===== src/rtl/rcc_defs.svh =====
// Purpose: Offsets, field positions and reset values of the reference clock control
// Assumes: Included by its bare name; definitions only
// Notes:   Word aligned offsets on a 32-bit classic Wishbone slave
`ifndef RCC_DEFS_SVH
`define RCC_DEFS_SVH

// ==========================================================================
// Register offsets (byte addresses)
`define RCC_OFF_CFG_FIRST   8'h00
`define RCC_OFF_CFG_SECOND  8'h04
`define RCC_OFF_CTRL        8'h08
`define RCC_OFF_STATUS      8'h0C
`define RCC_OFF_RXCFG_BASE  8'h10

// ==========================================================================
// Output configuration fields
`define RCC_CH_MSB          4
`define RCC_RATE_BIT        5
`define RCC_EN_BIT          6
`define RCC_SRC_LSB         7
`define RCC_SRC_MSB         8
`define RCC_CFG_WIDTH       9
`define RCC_CFG_RESET       9'h000

// ==========================================================================
// Receive configuration fields (per channel)
`define RCC_TERM_MSB        2
`define RCC_R120_BIT        4
`define RCC_RXCFG_WIDTH     5
`define RCC_RXCFG_MASK      5'h17
`define RCC_RXCFG_RESET     5'h00

// ==========================================================================
// Global control and misc
`define RCC_DIFF_BIT        0
`define RCC_CTRL_RESET      1'h1
`define RCC_NUM_CH          17

`endif


===== src/rtl/rcc_pkg.sv =====
// Purpose: Shared types of the reference clock control
// Assumes: Nothing
// Notes:   Constants live in rcc_defs.svh
package rcc_pkg;

   // Source selected for a reference clock output
   typedef enum logic [1:0] {
      RCC_SRC_RECOVERED,
      RCC_SRC_EXTERNAL,
      RCC_SRC_FREE_RUN
   } rcc_src_type;

endpackage : rcc_pkg


===== src/rtl/rcc_ref_clock_ctrl.sv =====
// Purpose: Reference clock output selection and receive termination control
// Assumes: 25 MHz clk_i; pin and recovered clock inputs are asynchronous
// Notes:   Output clocks are resampled, so they carry clk_i granularity
// ==========================================================================
`timescale 1ns/1ns
`include "rcc_defs.svh"

module rcc_ref_clock_ctrl import rcc_pkg::*; #(
   parameter int NUM_CH = `RCC_NUM_CH
) (
   input  wire logic                clk_i,
   input  wire logic                rst_i,
   input  wire logic                ce_i,
   input  wire logic                wb_cyc_i,
   input  wire logic                wb_stb_i,
   input  wire logic                wb_we_i,
   input  wire logic [7:0]          wb_adr_i,
   input  wire logic [3:0]          wb_sel_i,
   input  wire logic [31:0]         wb_dat_i,
   output logic      [31:0]         wb_dat_o,
   output logic                     wb_ack_o,
   input  wire logic [NUM_CH-1:0]   rec_clk_i,
   input  wire logic                external_timing_input_first_i,
   input  wire logic                external_timing_input_second_i,
   input  wire logic                rx_impedance_match_pin_i,
   output logic                     ref_clock_out_first_o,
   output logic                     ref_clock_out_first_oe_o,
   output logic                     ref_clock_out_second_o,
   output logic                     ref_clock_out_second_oe_o,
   output logic                     first_input_rate_select_o,
   output logic                     second_input_rate_select_o,
   output logic [3*NUM_CH-1:0]      rx_term_o,
   output logic [NUM_CH-1:0]        rx_internal_120ohm_select_o,
   output logic [NUM_CH-1:0]        rx_hiz_o
);

   localparam int SW = NUM_CH + 3;

   typedef struct packed {
      logic [`RCC_CFG_WIDTH-1:0]               cfg_a;
      logic [`RCC_CFG_WIDTH-1:0]               cfg_b;
      logic                                    diff;
      logic [NUM_CH-1:0][`RCC_RXCFG_WIDTH-1:0] rx;
      logic                                    ack;
      logic [31:0]                             dat;
      logic                                    free;
      logic                                    out_a;
      logic                                    oe_a;
      logic                                    out_b;
      logic                                    oe_b;
      logic [3*NUM_CH-1:0]                     term;
      logic [NUM_CH-1:0]                       r120;
      logic [NUM_CH-1:0]                       hiz;
   } rcc_state_type;

   rcc_state_type     s;
   rcc_state_type     next_s;
   logic [SW-1:0]     syn;
   logic [NUM_CH-1:0] syn_rec;
   logic              syn_ext_a;
   logic              syn_ext_b;
   logic              syn_match;

   // ==========================================================================
   // Input synchronisers
   rcc_sync3 #(.WIDTH(SW)) u_sync (
      .clk_i   (clk_i),
      .rst_i   (rst_i),
      .ce_i    (ce_i),
      .async_i ({rx_impedance_match_pin_i, external_timing_input_second_i,
                 external_timing_input_first_i, rec_clk_i}),
      .sync_o  (syn)
   );

   assign syn_rec   = syn[NUM_CH-1:0];
   assign syn_ext_a = syn[NUM_CH];
   assign syn_ext_b = syn[NUM_CH+1];
   assign syn_match = syn[NUM_CH+2];

   // ==========================================================================
   // Helpers
   // Merge write data into a register by byte lanes
   function automatic logic [31:0] merge(input logic [31:0] old_v, input logic [31:0] new_v,
                                         input logic [3:0] sel);
      logic [31:0] r;
      r = old_v;
      for (int b = 0; b < 4; b++) begin
         if (sel[b]) begin
            r[8*b +: 8] = new_v[8*b +: 8];
         end
      end
      return r;
   endfunction : merge

   // Source mux for one output; an illegal source or channel drives low
   function automatic logic pick(input logic [`RCC_CFG_WIDTH-1:0] cfg,
                                 input logic [NUM_CH-1:0] rec, input logic ext,
                                 input logic free);
      logic [4:0] ch;
      ch = cfg[`RCC_CH_MSB:0];
      pick = 1'b0;
      if (cfg[`RCC_EN_BIT]) begin
         unique case (cfg[`RCC_SRC_MSB:`RCC_SRC_LSB])
            RCC_SRC_RECOVERED: pick = (32'(ch) < NUM_CH) ? rec[ch] : 1'b0;
            RCC_SRC_EXTERNAL:  pick = ext;
            RCC_SRC_FREE_RUN:  pick = free;
            default:           pick = 1'b0;
         endcase
      end
   endfunction : pick

   // ==========================================================================
   // Next state: bus slave, output muxing and termination control
   always_comb begin
      logic        hit;
      logic        rx_hit;
      logic [7:0]  off;
      logic [5:0]  idx;
      logic [31:0] wv;
      logic        apply;
      hit    = 1'b0;
      rx_hit = 1'b0;
      off    = 8'h00;
      idx    = 6'h00;
      wv     = 32'h0000_0000;
      apply  = 1'b0;
      next_s = s;

      // Single-wait-state ack; unmapped reads return zero, writes are dropped
      hit        = wb_cyc_i && wb_stb_i && !s.ack;
      next_s.ack = hit;
      next_s.dat = 32'h0000_0000;
      off        = wb_adr_i - `RCC_OFF_RXCFG_BASE;
      idx        = off[7:2];
      rx_hit     = (wb_adr_i >= `RCC_OFF_RXCFG_BASE) && (32'(idx) < NUM_CH)
                   && (wb_adr_i[1:0] == 2'h0);
      if (hit) begin
         unique case (wb_adr_i)
            `RCC_OFF_CFG_FIRST:  next_s.dat = 32'(s.cfg_a);
            `RCC_OFF_CFG_SECOND: next_s.dat = 32'(s.cfg_b);
            `RCC_OFF_CTRL:       next_s.dat = 32'(s.diff);
            `RCC_OFF_STATUS:     next_s.dat = 32'({s.oe_b, s.oe_a, syn_match});
            default:             next_s.dat = rx_hit ? 32'(s.rx[idx]) : 32'h0000_0000;
         endcase
         if (wb_we_i) begin
            unique case (wb_adr_i)
               `RCC_OFF_CFG_FIRST: begin
                  wv = merge(32'(s.cfg_a), wb_dat_i, wb_sel_i);
                  next_s.cfg_a = wv[`RCC_CFG_WIDTH-1:0];
               end
               `RCC_OFF_CFG_SECOND: begin
                  wv = merge(32'(s.cfg_b), wb_dat_i, wb_sel_i);
                  next_s.cfg_b = wv[`RCC_CFG_WIDTH-1:0];
               end
               `RCC_OFF_CTRL: begin
                  wv = merge(32'(s.diff), wb_dat_i, wb_sel_i);
                  next_s.diff = wv[`RCC_DIFF_BIT];
               end
               default: begin
                  if (rx_hit) begin
                     wv = merge(32'(s.rx[idx]), wb_dat_i, wb_sel_i);
                     next_s.rx[idx] = wv[`RCC_RXCFG_WIDTH-1:0] & `RCC_RXCFG_MASK;
                  end
               end
            endcase
         end
      end

      // Free-running clock at half the system clock
      next_s.free = ~s.free;

      // Reference outputs; a disabled output releases its pin
      next_s.out_a = pick(s.cfg_a, syn_rec, syn_ext_a, s.free);
      next_s.oe_a  = s.cfg_a[`RCC_EN_BIT];
      next_s.out_b = pick(s.cfg_b, syn_rec, syn_ext_b, s.free);
      next_s.oe_b  = s.cfg_b[`RCC_EN_BIT];

      // Termination: pin low in differential mode floats every receiver
      apply = !s.diff || syn_match;
      for (int c = 0; c < NUM_CH; c++) begin
         next_s.hiz[c]       = s.diff && !syn_match;
         next_s.term[3*c +: 3] = apply ? s.rx[c][`RCC_TERM_MSB:0] : 3'h0;
         next_s.r120[c]      = apply ? s.rx[c][`RCC_R120_BIT] : 1'b0;
      end
   end

   // State register
   always_ff @(posedge clk_i) begin
      if (rst_i) begin
         s       <= '0;
         s.cfg_a <= `RCC_CFG_RESET;
         s.cfg_b <= `RCC_CFG_RESET;
         s.diff  <= `RCC_CTRL_RESET;
      end else if (ce_i) begin
         s <= next_s;
      end
   end

   // ==========================================================================
   // Outputs, all straight from the state register
   assign wb_dat_o                    = s.dat;
   assign wb_ack_o                    = s.ack;
   assign ref_clock_out_first_o       = s.out_a;
   assign ref_clock_out_first_oe_o    = s.oe_a;
   assign ref_clock_out_second_o      = s.out_b;
   assign ref_clock_out_second_oe_o   = s.oe_b;
   assign first_input_rate_select_o   = s.cfg_a[`RCC_RATE_BIT];
   assign second_input_rate_select_o  = s.cfg_b[`RCC_RATE_BIT];
   assign rx_term_o                   = s.term;
   assign rx_internal_120ohm_select_o = s.r120;
   assign rx_hiz_o                    = s.hiz;
endmodule : rcc_ref_clock_ctrl


===== src/rtl/rcc_sync3.sv =====
// Purpose: Three-flop input synchroniser with agreement filter
// Assumes: Inputs come from outside the clk_i domain
// Notes:   Output changes only once stages two and three agree
`timescale 1ns/1ns

module rcc_sync3 #(
   parameter int WIDTH = 1
) (
   input  wire logic             clk_i,
   input  wire logic             rst_i,
   input  wire logic             ce_i,
   input  wire logic [WIDTH-1:0] async_i,
   output logic      [WIDTH-1:0] sync_o
);

   typedef struct packed {
      logic [WIDTH-1:0] s1;
      logic [WIDTH-1:0] s2;
      logic [WIDTH-1:0] s3;
      logic [WIDTH-1:0] q;
   } rcc_sync_type;

   rcc_sync_type s;
   rcc_sync_type next_s;

   // First stage feeds only the second, so metastability stays contained
   always_comb begin
      next_s    = s;
      next_s.s1 = async_i;
      next_s.s2 = s.s1;
      next_s.s3 = s.s2;
      for (int i = 0; i < WIDTH; i++) begin
         if (s.s2[i] == s.s3[i]) begin
            next_s.q[i] = s.s3[i];
         end
      end
   end

   // State register, frozen while the clock enable is low
   always_ff @(posedge clk_i) begin
      if (rst_i) begin
         s <= '0;
      end else if (ce_i) begin
         s <= next_s;
      end
   end

   assign sync_o = s.q;

endmodule : rcc_sync3


===== config.mk =====
export PLATFORM = sky130hd
export DESIGN_NAME = rcc_ref_clock_ctrl
export DESIGN_NICKNAME = d
export VERILOG_FILES = /design/src/rtl/rcc_pkg.sv /design/src/rtl/rcc_ref_clock_ctrl.sv /design/src/rtl/rcc_sync3.sv
export VERILOG_INCLUDE_DIRS = /design/src /design/src/rtl
export SDC_FILE = /design/constraint.sdc
export NUM_CORES = 1
export LEC_CHECK = 0
export BUFFER_PORTS_ARGS = -buffer_cell sky130_fd_sc_hd__buf_2
export CORE_AREA = 2 2 157 159
export DETAILED_ROUTE_END_ITERATION = 8
export DIE_AREA = 0 0 159 161
export PLACE_DENSITY_LB_ADDON = 0.25
export SETUP_SLACK_MARGIN = 0.2
export SLEW_MARGIN = 0
export SYNTH_ARGS = -nofsm -noshare
export SYNTH_HDL_FRONTEND = slang
export SYNTH_SLANG_ARGS = --single-unit
export TNS_END_PERCENT = 50

===== constraint.sdc =====
create_clock -name clk_i -period 2.6 [get_ports clk_i]
set_input_delay 0.13 -clock clk_i [delete_from_list [all_inputs] [get_ports clk_i]]
set_output_delay 0.13 -clock clk_i [all_outputs]
set_load 0.03 [all_outputs]

**After elaboration in Yosys (flattened, before gate mapping)**

Index checks and enable logic that the tools add are counted.
W data, S select, Z words.

- Add/subtract/negate cells: 1
- $lt $le $gt $ge: 8
- Equal/unequal tests: 27
- Multiplexer cells: 57
- Bitwise logic cells: 2
- Reductions and logical operators: 41

Operators with widths:

| cell | number |
|---|---|
| $bwmux W85 | 1 |
| $mux W3 | 17 |
| $mux W5 | 8 |
| $reduce_and A2 Y1 | 20 |
| $pmux W9 S4 | 1 |
| $mux W32 | 1 |
| $reduce_and A5 Y1 | 6 |
| $bmux W5 S5 | 1 |
| $demux W5 S5 | 1 |
| $mux W1 | 23 |
| $eq A1 B1 Y1 | 20 |
| $eq A8 B4 Y1 const B | 2 |
| $lt A5 B6 Y1 const B | 2 |
| $bmux W1 S5 | 2 |
| $lt A5 B5 Y1 const B | 2 |
| $eq A8 B3 Y1 const B | 1 |
| $ge A8 B5 Y1 const B | 1 |
| $logic_not A8 Y1 | 1 |
| $sub A8 B5 Y8 const B | 1 |
| $ge A6 B1 Y1 const B | 1 |
| $logic_and A1 B1 Y1 | 6 |
| $logic_not A2 Y1 | 3 |
| $lt A6 B5 Y1 const B | 1 |
| $lt A6 B6 Y1 const B | 1 |
| other kinds (7) | 13 |

- Register bits: 291
- Input port bits: 70
- Output and inout bits: 124
- Word-level logic and storage cells: 191

**Longest topological paths before layout**

- Depth in word-level cells: 9
- Mapped depth: 11
- Depth with buffers taken out: 7

**Cells and area by module**

From an unflattened synthesis, not the netlist that was laid out.

- Cells, all modules: 1,252
- Area, all modules: 12,233.0 µm²

By module, submodules not included:

| module | instances | cells an instance | area each (µm²) | seq. area each (µm²) |
|---|---|---|---|---|
| rcc_ref_clock_ctrl | 1 | 910 | 8,564.5 | 3,423.3 |
| rcc_sync3 | 1 | 342 | 3,668.5 | 1,601.5 |

**Least setup slack after synthesis**

OpenSTA, ideal clock, no wires.

- Kind: input-to-reg
- Start point: input port wb_adr_i[4]
- End point: register s[128] (netlist name)
- Setup time: 0.133 ns
- Arrival: 2.020 ns
- Data required time: 2.467 ns
- Setup slack: 0.447 ns
- Cell stages on the path: 10
- Path buffers: 3
- Cells stage by stage: clkbuf_1 -> inv_1 -> ha_1 -> clkbuf_1 -> and4bb_1 -> nand3_1 -> nand3_1 -> o311ai_2 -> buf_2 -> mux2i_1

- Cells in the longest elaborated chain, start to end: 9
- Elaborated cells between the ends (all ways): 24
- Those cells by class: add/sub (1); order compare (4); eq/ne (2); mux (10); bitwise (1); reduce/logical (6)

Ends and longest elaborated chain:

| element | line | RTL |
|---|---|---|
| start, declared | rcc_ref_clock_ctrl.sv:17 | `input wire logic [7:0] wb_adr_i,` |
| $sub A8 B5 Y8 (no line) | - |  |
| $bmux W5 S5 | rcc_ref_clock_ctrl.sv:161 | `wv = merge(32'(s.rx[idx]), wb_dat_i, wb_sel_i);` |
| $mux W5 (not written as such) | rcc_ref_clock_ctrl.sv:161 |  |
| $mux W5 | rcc_ref_clock_ctrl.sv:88 | `if (sel[b]) begin` |
| $mux W5 | rcc_ref_clock_ctrl.sv:160 | `if (rx_hit) begin` |
| $mux W5 | rcc_ref_clock_ctrl.sv:146 | `unique case (wb_adr_i)` |
| $mux W5 | rcc_ref_clock_ctrl.sv:145 | `if (wb_we_i) begin` |
| $mux W5 | rcc_ref_clock_ctrl.sv:137 | `if (hit) begin` |
| $bwmux W85 (no line) | - |  |
| end signal, assigned | rcc_ref_clock_ctrl.sv:195 | `s <= next_s;` |
| end, declared | rcc_ref_clock_ctrl.sv:56 | `rcc_state_type s;` |

Parallel ways exist; a longest one is shown, timed or not. The select of a mux whose other input is x is not followed.
A chain may end at the register's enable or synchronous reset.

**Worst setup path after layout**

- Start point: input port ce_i
- End point: register s[199] (netlist name)

- Cells in the longest elaborated chain, start to end: 1

Ends and longest elaborated chain:

| element | line | RTL |
|---|---|---|
| start, declared | rcc_ref_clock_ctrl.sv:13 | `input wire logic ce_i,` |
| $reduce_and A5 Y1 (no line) | - |  |

No other way between the ends.

==> impl_summary.log <==
[metrics] Period minus WS final: 2.17 ns
[metrics] R2R cell count: 5
[metrics] top cell type by total area after synthesis: dfxtp_1
[metrics] xor/xnor share of the synthesized area: 0.288%
[metrics] worst IR drop on VDD: 0.000399 V
[metrics] CTS clk-pin slew, worst paths: 0.06 ns
[metrics] Total Negative Setup Slacks: 0 ns
[metrics] met2 Track Usage GR: 33.4%
[metrics] gate family responsible for the most delay along the worst path: simple AND/OR/NAND/NOR gates
[metrics] mean instance size in the synthesized netlist: 9.53 sq um
[metrics] Total GRT Usage: 21.2%
[metrics] Critical path buffers and inverters: 2
[metrics] type of the worst setup path: in -> reg
[metrics] clock tree from TritonCTS: built
[metrics] cells along the critical path: dlygate4sd3_1 -> buf_4 -> nand4b_4 -> or3_1 -> a2111oi_4 -> and3_1 -> mux2i_1
[metrics] predominant post-synthesis flop cell: dfxtp_1
[metrics] number of enable-type register cells in the synthesized netlist: 0
[metrics] sort of element at the end of the critical path: flip-flop
[metrics] core footprint: 24000 sq um
[metrics] number of H-tree branching levels: 1
[metrics] most instantiated library cell after synthesis: dfxtp_1
[metrics] total of flip-flops plus latches after synthesis: 251
[metrics] net total in the final layout: 1361
[metrics] adder-cell area share of the yosys netlist: 0.427%
[metrics] Post-DP HPWL: 19000 microns
[metrics] post-synthesis to final-layout area growth: 12.2%
[metrics] Vias/cell: 5.43
[metrics] transition time at the pin with the least slew margin: 0.911 ns
[metrics] area of the die: 25600 sq um
[metrics] worst setup path start: ce_i
[metrics] share of post-route cells with drive strength above 1: 20.7%
[metrics] library cell contributing the largest single delay on the critical path: dlygate4sd3_1
[metrics] Leak Pwr: 5.53 nW
[metrics] DP Area: 11900 sq um
[metrics] number of inserted filler cells in the final layout: 2201
[metrics] worst-case clock buffer depth: 3
[metrics] arrival time worst endpoint: 2.61 ns
[metrics] site row count: 57
[metrics] GRT overflow: 0
[metrics] Post-Route Utilization: 54.9%
[metrics] result of the run: finished, final reports clean
[metrics] worst setup slack for register-to-register paths: 0.43 ns
[metrics] proportion of synthesized area in mux cells: 16.0%
[metrics] warning count from the yosys run: 0
[metrics] number of buffers inserted to repair setup after CTS: 0
[metrics] Pre-Repair DR Iteration Count: 5
[metrics] sum of routed wire length over all layers: 28100 microns
[metrics] final-report max-slew violation count: 0
[metrics] global placement routability congestion: 0.891
[metrics] launch point of the worst reg-to-reg path: wb_ack_o
[metrics] DR vias: 8849
[metrics] Hold Violations, Final: 0
[metrics] maximum capacitance violations: 0
[metrics] basic-gate share of the synthesized area counting and, or, nand and nor cells: 15.4%
[metrics] Tcrit/Tclk final: 83.4%
[metrics] total inserted antenna cells: 0
[metrics] largest clock skew in the final design: 0.00897 ns
[metrics] proportion of netlist area held by the largest area contributor: 42.8%
[metrics] Iteration-0 DRC Markers: 654
[metrics] slowest cell delay on critical path: 0.52 ns
[metrics] # IOs: 194
[metrics] Reg2Reg Capture Point: s[199]
[metrics] Antenna Nets Post-Route: 0
[metrics] largest net degree at the start of global routing: 159
[metrics] sequential fraction of the synthesis area: 42.8%
[metrics] # DRC: 0
[metrics] WP depth: 7
[metrics] first-pass GRT wire length: 44800 microns
[metrics] number of sinks on the clock net: 251
[metrics] netlist area before placement: 11700 sq um
[metrics] kind of start point of the critical path: input pin
[metrics] capture point of the critical path: s[199]
[metrics] combinational family with the most area after synthesis: multiplexers
[metrics] Netlist cell types: 65
[metrics] Chip Width: 159 microns
[metrics] Pwr per Cell Area: 636 nW/um^2
[metrics] clock network latency to the later pin of the worst-skew pair: 0.52 ns
[metrics] Synth area leaders: dfxtp_1 (43%), mux2i_1 (12%), buf_4 (7.7%)
[metrics] routing usage on met1: 30.0%
[metrics] worst max-slew margin expressed relative to the limit: 39.1%
[metrics] area taken by flip-flops and latches: 5020 sq um
[metrics] achievable clock frequency: 461 MHz
[metrics] effective utilization at floorplan: 49.0%
[metrics] final std cell area, no fill: 13200 sq um
[metrics] FFs w/ async S/R, synth: 0%
[metrics] Worst Hold Class: in -> reg
[metrics] WL/cell: 17.2 microns
[metrics] number of global-route vias before repair: 8301
[metrics] die height: 161 microns
[metrics] required time of the critical path: 3.04 ns
[metrics] post-synthesis compound-gate area fraction: 14.0%
[metrics] Critical Path Fanout Max: 15
[metrics] met3 track utilization from global routing: 3.83%
[metrics] Setup Viol. Count Final: 0
[metrics] initial antenna violation count: 0
[metrics] RSZ-0062 raised after global routing: no
[metrics] root buf cell: clkbuf_16
[metrics] Multi-input gate area: 5510 sq um
[metrics] Post-Route Hold Slack: 0.180 ns
[metrics] number of buffer cells added on primary ports: 145
[metrics] most crowded layer after global routing: met2
[metrics] cell types with the highest counts after synthesis: dfxtp_1 (251), nor2_1 (166), mux2i_1 (139)
[metrics] cell count after synthesis: 1231
[metrics] TritonCTS Buffers: 26
==> cell families after synthesis <==
logic type	Yosys count
XOR/XNOR	3
adder cells (fa/ha/maj)	4
multiplexers	165
other	1
AND/OR/NAND/NOR	367
buffers and inverters	211
AO/OA/AOI/OAI	229
flip-flops	251
==> area by class of cell <==
| type | instances | share of cell area, % |
|---|---|---|
| clock inverter | 7 | 0.684 |
| clock buffer | 41 | 6.06 |
| inverter | 10 | 0.285 |
| sequential | 251 | 38.2 |
| tap | 324 | 3.08 |
| timing repair buffer | 207 | 9.90 |
| multi-input combinational | 791 | 41.8 |
==> layer usage <==
layer,share of wire (%),up-vias
met1,47,4237
met2,46,242
met4,2.3,0
met5,0,-
met3,5.2,43
li1,-,4327
==> state kept, by name (all words and copies together), names as in the netlist <==
register,cells
second_input_rate_select_o,1
ref_clock_out_first_o,1
rx_internal_120ohm_select_o,17
wb_ack_o,1
u_sync.next_s,40
rx_hiz_o,1
next_s,2
ref_clock_out_second_oe_o,1
u_sync.s,20
rx_term_o,51
ref_clock_out_first_oe_o,1
wb_dat_o,9
ref_clock_out_second_o,1
s,84
u_sync.sync_o,20
first_input_rate_select_o,1
==> what timing repair did <==
action	in CTS	in global routing
resized for setup	0	1
hold endpoints to repair	57	0
hold buffers	35	0
endpoints found under the setup margin	0	1
==> power by group <==
part	leakage [nW]	switching [W]	internal, W	total [W]
clock network	0.432	0.00150	0.00230	0.00380
logic	3.07	0.000451	0.000212	0.000663
registers	2.03	0.0000293	0.00388	0.00391
==> worst register-to-register path, cell delays in order, from the launching register on <==
cell	delay [ns]
dfxtp_1	0.33
nand4b_4	0.25
or3_1	0.44
a2111oi_4	0.41
and3_1	0.41
mux2i_1	0.25
==> worst min path at each step <==
stage / from / endpoint / slack, ns / cells past startpoint
after floorplan: wb_dat_i[0] / s[208] / 0.26 / 2
after global placement: rec_clk_i[2] / u_sync.next_s[42] / 0.36 / 3
after detailed placement: rx_impedance_match_pin_i / u_sync.next_s[59] / 0.37 / 3
after CTS: wb_we_i / s[208] / 0.17 / 5
after global routing: wb_we_i / s[208] / 0.19 / 5
final: wb_we_i / s[208] / 0.18 / 5
==> placed cells by master, fill, tap and decap left out, types with 13 or more instances in the layout <==
| master | instances |
|---|---|
| dfxtp_1 | 251 |
| nor2_1 | 166 |
| buf_2 | 143 |
| mux2i_1 | 139 |
| nand2_1 | 80 |
| a22oi_1 | 77 |
| o21ai_0 | 35 |
| dlygate4sd3_1 | 35 |
| nand3_1 | 30 |
| nor2b_1 | 30 |
| clkbuf_16 | 27 |
| buf_4 | 26 |
| a21oi_1 | 25 |
| o31ai_1 | 24 |
| conb_1 | 23 |
| a21o_1 | 20 |
| mux4_2 | 17 |
| o21ai_1 | 13 |
==> through the flow <==
step / instances / setup WS, ns / total power (W)
5_1_grt: 1631 / 0.357 / 0.00868
2_1_floorplan: 1253 / 0.447 / 0.00450
4_1_cts: 1631 / 0.325 / 0.00845
3_3_place_gp: 1548 / 0.305 / 0.00461
6_report: 1631 / 0.431 / 0.00838
3_5_place_dp: 1548 / 0.257 / 0.00462
Power figures use the tool's default switching activity.
